## config.mk

```make
export PLATFORM = sky130hd
export DESIGN_NAME = fllr_top
export DESIGN_NICKNAME = d
export VERILOG_FILES = /design/src/fllr_pkg.sv /design/src/fllr_top.sv
export SDC_FILE = /design/constraint.sdc
export NUM_CORES = 1
export LEC_CHECK = 0
export BUFFER_PORTS_ARGS = -buffer_cell sky130_fd_sc_hd__buf_2
export CAP_MARGIN = 5
export CORE_ASPECT_RATIO = 0.6
export CORE_UTILIZATION = 40
export DETAILED_ROUTE_END_ITERATION = 10
export GPL_ROUTABILITY_DRIVEN = 0
export GPL_TIMING_DRIVEN = 0
export SLEW_MARGIN = 20
export SYNTH_ARGS = -nofsm -noshare
export SYNTH_HDL_FRONTEND = slang
export SYNTH_SLANG_ARGS = --single-unit
```

## constraint.sdc

```tcl
create_clock -name clk_sys -period 8.9 [get_ports clk_sys]
set_clock_uncertainty 0.2 [all_clocks]
set_input_delay 1.335 -clock clk_sys [delete_from_list [all_inputs] [get_ports clk_sys]]
set_output_delay 1.335 -clock clk_sys [all_outputs]
set_load 0.005 [all_outputs]
```

## src/fllr_pkg.sv

```systemverilog
package fllr_pkg;
  // Register offsets
  localparam logic [7:0] OFS_RAMP_B      = 8'h63;
  localparam logic [7:0] OFS_FLOOR1      = 8'h64;
  localparam logic [7:0] OFS_FLOOR2      = 8'h65;
  localparam logic [7:0] OFS_FLOOR3      = 8'h66;
  localparam logic [7:0] OFS_START_R1    = 8'h67;
  localparam logic [7:0] OFS_START_LOC   = 8'h68;
  localparam logic [7:0] OFS_START_R2    = 8'h69;
  localparam logic [7:0] OFS_CRIT_R1     = 8'h6A;
  localparam logic [7:0] OFS_CRIT_LOC    = 8'h6B;
  localparam logic [7:0] OFS_CRIT_R2     = 8'h6C;
  localparam logic [7:0] OFS_HYST_R1L    = 8'h6D;
  localparam logic [7:0] OFS_HYST_R2     = 8'h6E;
  localparam logic [7:0] OFS_CTRL        = 8'h78;
  localparam logic [7:0] OFS_IRQ_STAT    = 8'h79;
  localparam logic [7:0] OFS_IRQ_MASK    = 8'h7A;
  localparam logic [7:0] OFS_LOOP_STAT   = 8'h7B;
  // Reset values
  localparam logic [7:0] RST_RAMP_B      = 8'h00;
  localparam logic [7:0] RST_FLOOR       = 8'h80;
  localparam logic [7:0] RST_START       = 8'h5A;
  localparam logic [7:0] RST_CRIT        = 8'h64;
  localparam logic [7:0] RST_HYST_R1L    = 8'h44;
  localparam logic [7:0] RST_HYST_R2     = 8'h40;
  localparam logic [7:0] RST_ZERO        = 8'h00;
  // Fields
  localparam int RAMP_CODE_LSB           = 4;
  localparam int CTRL_LOCK_BIT           = 0;
  localparam int CTRL_AUTO_BIT           = 1;
  localparam int CTRL_SLOW_BIT           = 2;
  localparam int CTRL_PINOUT_BIT         = 3;
  localparam logic [7:0] CRIT_DISABLED   = 8'h80;
  localparam logic [7:0] DUTY_FULL       = 8'hFF;
  // Ramp timing: 255 steps of one time slot each
  localparam int CLK_HZ                  = 25_000_000;
  localparam int RAMP_FAST_MS            = 37_500;
  localparam int RAMP_SLOW_MS            = 52_200;
  localparam int DUTY_STEPS              = 255;
  localparam longint SLOT_FAST_CYC =
    longint'(RAMP_FAST_MS) * CLK_HZ / 1000 / DUTY_STEPS;
  localparam longint SLOT_SLOW_CYC =
    longint'(RAMP_SLOW_MS) * CLK_HZ / 1000 / DUTY_STEPS;
endpackage

```

## src/fllr_top.sv

```systemverilog
// Overview of operation
// - With the slow bit set, ramp codes give slot steps 1,2,3,4,8,12,24,48 on the 52.2 s base.
// - With the slow bit clear, the same codes run on the 37.5 s full-scale base.
// - Each output walks toward its target duty one slot at a time, except fail-safe, which jumps straight to full duty.
// - With lock set, writes to ramp, start, critical and hysteresis registers are dropped.
// - Floor duty code scales linearly, 0x00 stopped to 0xFF full.
// - In automatic mode the floor duty registers discard writes.
// - Above start temperature a fan runs at floor duty and rises with the span.
// - Below start the fan holds floor duty until start minus hysteresis.
// - Any channel above its critical limit forces every output to full duty.
// - A critical limit of 0x80 never triggers the fail-safe.
// - Full duty holds until temperature falls below critical minus hysteresis.
// - With the pin set as output, it is pulled low while the fail-safe holds full duty.
// - Hysteresis register 0x6D holds local in 3:0 and remote 1 in 7:4.
// - Remote 2 hysteresis sits in bits 7:4 of register 0x6E.
`timescale 1ns/1ps
`default_nettype none
module fllr_top #(
  parameter longint SLOT_FAST = fllr_pkg::SLOT_FAST_CYC,
  parameter longint SLOT_SLOW = fllr_pkg::SLOT_SLOW_CYC,
  parameter int     SPAN_SH   = 2
) (
  // Clock and reset
  input  wire logic       clk_sys,
  input  wire logic       nrst,
  // Register port
  input  wire logic [7:0] reg_addr,
  input  wire logic [7:0] reg_wdata,
  input  wire logic       reg_wr,
  input  wire logic       reg_rd,
  output logic      [7:0] reg_rdata,
  // Temperatures: 0 remote 1, 1 local, 2 remote 2
  input  wire logic [7:0] temp_r1,
  input  wire logic [7:0] temp_loc,
  input  wire logic [7:0] temp_r2,
  // Fan duties
  output logic      [7:0] duty_1,
  output logic      [7:0] duty_2,
  output logic      [7:0] duty_3,
  // Over-temperature pin
  input  wire logic       overtemp_pin_i,
  output logic            overtemp_pin_o,
  output logic            overtemp_pin_oe,
  // Interrupt
  output logic            irq
);
  logic [7:0] ramp_q, ctrl_q, mask_q, stat_q, rdata_q;
  logic [7:0] floor_q [3];
  logic [7:0] start_q [3];
  logic [7:0] crit_q  [3];
  logic [7:0] hyst_q, hyst2_q;
  logic [7:0] temp    [3];
  logic [3:0] hyst    [3];
  logic [2:0] run_q, hot_q;
  logic [7:0] duty_q  [3];
  logic [31:0] slot_cnt_q;
  logic [5:0] step;
  logic       slot_tick, any_hot, locked, auto_mode;
  logic [7:0] rd_mux;

  assign temp[0] = temp_r1;
  assign temp[1] = temp_loc;
  assign temp[2] = temp_r2;
  assign hyst[0] = hyst_q[7:4];
  assign hyst[1] = hyst_q[3:0];
  assign hyst[2] = hyst2_q[7:4];
  assign locked    = ctrl_q[fllr_pkg::CTRL_LOCK_BIT];
  assign auto_mode = ctrl_q[fllr_pkg::CTRL_AUTO_BIT];

  // Write decode
  wire wr_lockable = reg_wr && !locked;
  wire wr_floor_ok = reg_wr && !auto_mode;
  wire wr_ramp  = wr_lockable && reg_addr == fllr_pkg::OFS_RAMP_B;
  wire wr_hyst  = wr_lockable && reg_addr == fllr_pkg::OFS_HYST_R1L;
  wire wr_hyst2 = wr_lockable && reg_addr == fllr_pkg::OFS_HYST_R2;
  wire wr_ctrl  = reg_wr && reg_addr == fllr_pkg::OFS_CTRL;
  wire wr_mask  = reg_wr && reg_addr == fllr_pkg::OFS_IRQ_MASK;
  wire rd_stat  = reg_rd && reg_addr == fllr_pkg::OFS_IRQ_STAT;

  // Slot step by ramp code
  wire [2:0] ramp_code = ramp_q[fllr_pkg::RAMP_CODE_LSB +: 3];
  always_comb
  begin
    unique case (ramp_code)
      3'd0: step = 6'd1;
      3'd1: step = 6'd2;
      3'd2: step = 6'd3;
      3'd3: step = 6'd4;
      3'd4: step = 6'd8;
      3'd5: step = 6'd12;
      3'd6: step = 6'd24;
      3'd7: step = 6'd48;
    endcase
  end

  wire [31:0] slot_len = ctrl_q[fllr_pkg::CTRL_SLOW_BIT] ?
    32'(SLOT_SLOW) : 32'(SLOT_FAST);
  assign slot_tick = (slot_cnt_q >= slot_len - 32'h0000_0001);

  always_ff @(posedge clk_sys or negedge nrst)
  begin
    if (!nrst)
      slot_cnt_q <= 32'h0000_0000;
    else if (slot_tick)
      slot_cnt_q <= 32'h0000_0000;
    else
      slot_cnt_q <= slot_cnt_q + 32'h0000_0001;
  end

  // Per-channel registers and loop
  genvar g;
  generate
    for (g = 0; g < 3; g++)
    begin : g_ch
      wire [7:0] ofs_fl = fllr_pkg::OFS_FLOOR1 + 8'(g);
      wire [7:0] ofs_st = fllr_pkg::OFS_START_R1 + 8'(g);
      wire [7:0] ofs_cr = fllr_pkg::OFS_CRIT_R1 + 8'(g);
      wire wr_fl = wr_floor_ok && reg_addr == ofs_fl;
      wire wr_st = wr_lockable && reg_addr == ofs_st;
      wire wr_cr = wr_lockable && reg_addr == ofs_cr;
      // Temperatures and limits are 1 degree per code
      wire [8:0] st_lo = {1'b0, start_q[g]} - {5'h00, hyst[g]};
      wire [8:0] cr_lo = {1'b0, crit_q[g]} - {5'h00, hyst[g]};
      wire crit_en = crit_q[g] != fllr_pkg::CRIT_DISABLED;
      wire over_st = temp[g] > start_q[g];
      wire under_st_h = st_lo[8] ? 1'b0 : ({1'b0, temp[g]} <= st_lo);
      wire over_cr = crit_en && temp[g] > crit_q[g];
      wire under_cr_h = cr_lo[8] ? 1'b0 : ({1'b0, temp[g]} < cr_lo);
      // Duty above start grows with span
      wire [8:0] above = {1'b0, temp[g]} - {1'b0, start_q[g]};
      wire [9:0] rise  = 10'({above, 1'b0} << SPAN_SH);
      wire [9:0] sum   = {2'b00, floor_q[g]} + rise;
      wire [7:0] curve = (over_st && !above[8]) ?
        ((sum > 10'h0FF) ? fllr_pkg::DUTY_FULL : sum[7:0]) : floor_q[g];
      wire [7:0] target = any_hot ? fllr_pkg::DUTY_FULL :
        (run_q[g] ? curve : 8'h00);
      wire [8:0] up = {1'b0, duty_q[g]} + {3'b000, step};
      wire [8:0] dn = {1'b0, duty_q[g]} - {3'b000, step};

      always_ff @(posedge clk_sys or negedge nrst)
      begin
        if (!nrst)
        begin
          floor_q[g] <= fllr_pkg::RST_FLOOR;
          start_q[g] <= fllr_pkg::RST_START;
          crit_q[g]  <= fllr_pkg::RST_CRIT;
          run_q[g]   <= 1'b0;
          hot_q[g]   <= 1'b0;
          duty_q[g]  <= fllr_pkg::RST_FLOOR;
        end
        else
        begin
          if (wr_fl)
            floor_q[g] <= reg_wdata;
          if (wr_st)
            start_q[g] <= reg_wdata;
          if (wr_cr)
            crit_q[g] <= reg_wdata;
          // Run latch with hysteresis
          if (over_st)
            run_q[g] <= 1'b1;
          else if (under_st_h)
            run_q[g] <= 1'b0;
          // Critical latch with hysteresis
          if (over_cr)
            hot_q[g] <= 1'b1;
          else if (under_cr_h || !crit_en)
            hot_q[g] <= 1'b0;
          // Gradual move toward target
          if (any_hot)
            duty_q[g] <= fllr_pkg::DUTY_FULL;
          else if (slot_tick && duty_q[g] < target)
            duty_q[g] <= (up[8] || up[7:0] > target) ? target : up[7:0];
          else if (slot_tick && duty_q[g] > target)
            duty_q[g] <= (dn[8] || dn[7:0] < target) ? target : dn[7:0];
        end
      end
    end
  endgenerate

  assign any_hot = |hot_q;
  assign duty_1 = duty_q[0];
  assign duty_2 = duty_q[1];
  assign duty_3 = duty_q[2];

  // Pin is open drain: drive low only
  assign overtemp_pin_o  = 1'b0;
  assign overtemp_pin_oe = ctrl_q[fllr_pkg::CTRL_PINOUT_BIT] && any_hot;

  // Events: bit0 fail-safe entry, bit1 external pin low seen
  logic hot_d1_q, pin_d1_q;
  wire [7:0] ev = {6'h00,
    (!overtemp_pin_i && pin_d1_q && !overtemp_pin_oe),
    (any_hot && !hot_d1_q)};

  always_ff @(posedge clk_sys or negedge nrst)
  begin
    if (!nrst)
    begin
      ramp_q   <= fllr_pkg::RST_RAMP_B;
      hyst_q   <= fllr_pkg::RST_HYST_R1L;
      hyst2_q  <= fllr_pkg::RST_HYST_R2;
      ctrl_q   <= fllr_pkg::RST_ZERO;
      mask_q   <= fllr_pkg::RST_ZERO;
      stat_q   <= fllr_pkg::RST_ZERO;
      rdata_q  <= fllr_pkg::RST_ZERO;
      hot_d1_q <= 1'b0;
      pin_d1_q <= 1'b1;
    end
    else
    begin
      if (wr_ramp)
        ramp_q <= reg_wdata;
      if (wr_hyst)
        hyst_q <= reg_wdata;
      if (wr_hyst2)
        hyst2_q <= {reg_wdata[7:4], 4'h0};
      if (wr_ctrl)
        ctrl_q <= {4'h0, reg_wdata[3:1], reg_wdata[0] | locked};
      if (wr_mask)
        mask_q <= reg_wdata;
      // Set wins over read clear
      stat_q   <= (rd_stat ? 8'h00 : stat_q) | ev;
      hot_d1_q <= any_hot;
      pin_d1_q <= overtemp_pin_i;
      rdata_q  <= reg_rd ? rd_mux : 8'h00;
    end
  end

  assign irq = |(stat_q & mask_q);

  // Read mux
  always_comb
  begin
    unique case (reg_addr)
      fllr_pkg::OFS_RAMP_B:    rd_mux = ramp_q;
      fllr_pkg::OFS_FLOOR1:    rd_mux = floor_q[0];
      fllr_pkg::OFS_FLOOR2:    rd_mux = floor_q[1];
      fllr_pkg::OFS_FLOOR3:    rd_mux = floor_q[2];
      fllr_pkg::OFS_START_R1:  rd_mux = start_q[0];
      fllr_pkg::OFS_START_LOC: rd_mux = start_q[1];
      fllr_pkg::OFS_START_R2:  rd_mux = start_q[2];
      fllr_pkg::OFS_CRIT_R1:   rd_mux = crit_q[0];
      fllr_pkg::OFS_CRIT_LOC:  rd_mux = crit_q[1];
      fllr_pkg::OFS_CRIT_R2:   rd_mux = crit_q[2];
      fllr_pkg::OFS_HYST_R1L:  rd_mux = hyst_q;
      fllr_pkg::OFS_HYST_R2:   rd_mux = hyst2_q;
      fllr_pkg::OFS_CTRL:      rd_mux = ctrl_q;
      fllr_pkg::OFS_IRQ_STAT:  rd_mux = stat_q;
      fllr_pkg::OFS_IRQ_MASK:  rd_mux = mask_q;
      fllr_pkg::OFS_LOOP_STAT: rd_mux = {2'b00, hot_q, run_q};
      default:                 rd_mux = 8'h00;
    endcase
  end
  assign reg_rdata = rdata_q;
endmodule
`default_nettype wire

```

==> run metrics <==
flip-flop and latch count after synthesis=178; DIE AREA=43400 sq um; H-tree depth=4; sequential element share of the synthesized area=0.264; number of DRC markers in iteration 0=1371; Final Net Count=2311; total gr overflow=0; largest cells by area after synthesis=dfrtp_1 (22%), ha_1 (19%), mux2_2 (5.4%), dfstp_2 (4.8%), xnor2_1 (3.8%); Netlist cell types=97; Critical Setup Path Class=in2reg; CP required=9.05 ns; Logic pwr share=0.312; Clock Path Buffers=2; post-layout min period=7.33 ns; setup TNS=0 ns; area delta synth->final=10.5%; Top FF cell, synth=dfrtp_1; Initial Util=0.406; ys async rst share=1.00; vias in the first global route=14500; post-cts resize count=0; crit path max-delay cell type=a311oi_1; num ports=80; Slew HR=0.239; status=completed; via count=15100; CP Launch Type=primary input; Tot Pwr=2.46 mW; Final WS setup=1.57 ns; met2 WL post-DR=21100 um; Synth area leader=dfrtp_1; largest net degree at the start of global routing=80; yosys warns=0; final hold vios=0; IO buf count=77; DP Worst Slack=1.23 ns; Core Box Area=41900 sq um; Metal-1 WL=27300 um; Sink Count=178; largest fanout on the critical path=7; Final setup viols=0; clock power share=0.319; PD cells=131 nW/um^2; Min-Delay Path Class=reg2reg; worst skew pair latency=0.46 ns; Hold Slack=0.242 ns; Cell Area, Placed=18200 sq um; TritonCTS Buffers=17; max-slew violations=0; sw frac=0.366; Max stage delay on crit path=0.46 ns; Leakage=8.63 nW; post-CTS setup buffer count=0; Setup crit end kind=flop; cell count after synthesis=1890; commonest non-fill, non-tap cell in the layout=ha_1; Mapped Avg Cell Area=9.00 sq um; Worst-Margin Slew=1.14 ns; period utilisation layout=0.823; post-route ant nets=0; final instance area=18800 sq um; Via density=5.87; hold buffer count at CTS=0; FMAX=136 MHz; die extent in x=268 um; commonest non-fill, non-tap cells in the layout=ha_1 (252), dfrtp_1 (147), inv_1 (138), nor2_1 (138), nand2_1 (118); WL/cell=21.2 um; row count=58; Post-route DRC=0; Global Route Usage Sum=0.255; Detailed Place HPWL=44300 um; initial antenna violation count=1; CTS root buf=clkbuf_16; Post-synth EDFFs=0; first-pass iteration count of the detailed router=8; Netlist Area Pre-Place=17000 sq um; CTS tree=yes; Clock Pin Slew Worst Setup and Hold Paths=0.08 ns; maximum vdd drop=0.152 mV; total of max-cap violations=0; Switch Pwr=0.902 mW; Crit path arrival time=7.48 ns; final WL=54700 um; WL met3=5490 um; layout cells sized above 1=0.134; P_int=1.56 mW; first-pass GRT wire length=84400 um; Synth top area share=0.216; die height=162 um; Flop pwr share=0.369; DR top layer=met4; RSZ-0062 raised after global routing=false
[per-stage QoR]
step | std cells | util
after floorplan | 1898 | -
after global placement | 2545 | 0.433
after detailed placement | 2547 | 0.434
after CTS | 2579 | 0.448
after global routing | 2580 | 0.448
final | 2580 | 0.448
[critical path: cells and delay by family]
family	cells	cell delay, ns
AO/OA/AOI/OAI	11	3.09
AND/OR/NAND/NOR	8	1.42
adder cells (fa/ha/maj)	4	1.29
buffers and inverters	2	0.20
XOR/XNOR	1	0.14
[logic make-up (layout without fill, tap and decap cells)]
logic type | Yosys count | in the layout | synth area share
AOI/OAI and AO/OA | 510 | 510 | 0.207
xor gates and xnor gates | 104 | 104 | 0.0535
adders and majority gates | 273 | 273 | 0.208
buffers and inverters | 182 | 293 | 0.0409
DFF | 178 | 178 | 0.264
muxes | 101 | 101 | 0.0670
other | 1 | 10 | 0.000220
and+or+nand+nor | 541 | 541 | 0.160
[cell type report]
type | instances | area [sq um]
Timing Repair Buffer | 79 | 450
Sequential cell | 178 | 4490
Tap cell | 570 | 713
Fill cell | 4136 | 23100
Clock buffer | 18 | 429
Antenna cell | 1 | 2.50
Buffer | 44 | 178
Multi-Input combinational cell | 1538 | 11900
Inverter | 138 | 518
Clock inverter | 14 | 160
[metal layers]
layer  GRT usage  vias to the layer above
met5           0                        -
met4      0.0590                        0
met3      0.0682                       50
met2       0.339                      612
met1       0.399                     7363
li1            -                     7115
[Yosys cell counts, drive strengths merged, types with 32 or more instances]
master  number
nand2      119
xnor2       73
nand3       52
inv        138
clkbuf      36
nand2b      42
ha         252
o21a        32
nor2       138
nor2b       55
o21ai      126
dfrtp      147
a21o        54
a21oi      108
mux2        84
[final timing paths]
| path | from | end | slack, ns | cells after the start |
|---|---|---|---|---|
| min in group asynchronous | nrst | duty_2[5] | 0.57 | 1 |
| worst max-delay path | temp_r1[0] | duty_1[3] | 1.57 | 26 |
| max in group asynchronous | nrst | start_q[19] | 7.11 | 2 |
| worst max register to register | start_q[17] | duty_1[3] | 2.08 | 26 |
| worst min-delay path | hot_d1_q | stat_q[0] | 0.24 | 1 |
| worst min register to register | hot_d1_q | stat_q[0] | 0.24 | 1 |
[power groups by stage]
stage          Clock [mW]  Combinational, mW  Sequential [mW]
2_1_floorplan           0              0.547            0.889
3_3_place_gp            0              0.724            0.919
3_5_place_dp            0              0.751            0.920
4_1_cts             0.799              0.758            0.905
5_1_grt             0.830              0.856            0.912
6_report            0.786              0.770            0.909
[sequential cells by signal, summed over array words and instances, names as in the netlist, 4 cells and up]
register    count
hyst_q          8
ramp_q          8
floor_q        24
crit_q         24
duty_1          8
reg_rdata       8
hyst2_q         4
slot_cnt_q     32
start_q        24
mask_q          8
duty_2          8
duty_3          8
ctrl_q          4
Power figures use the tool's default switching activity.
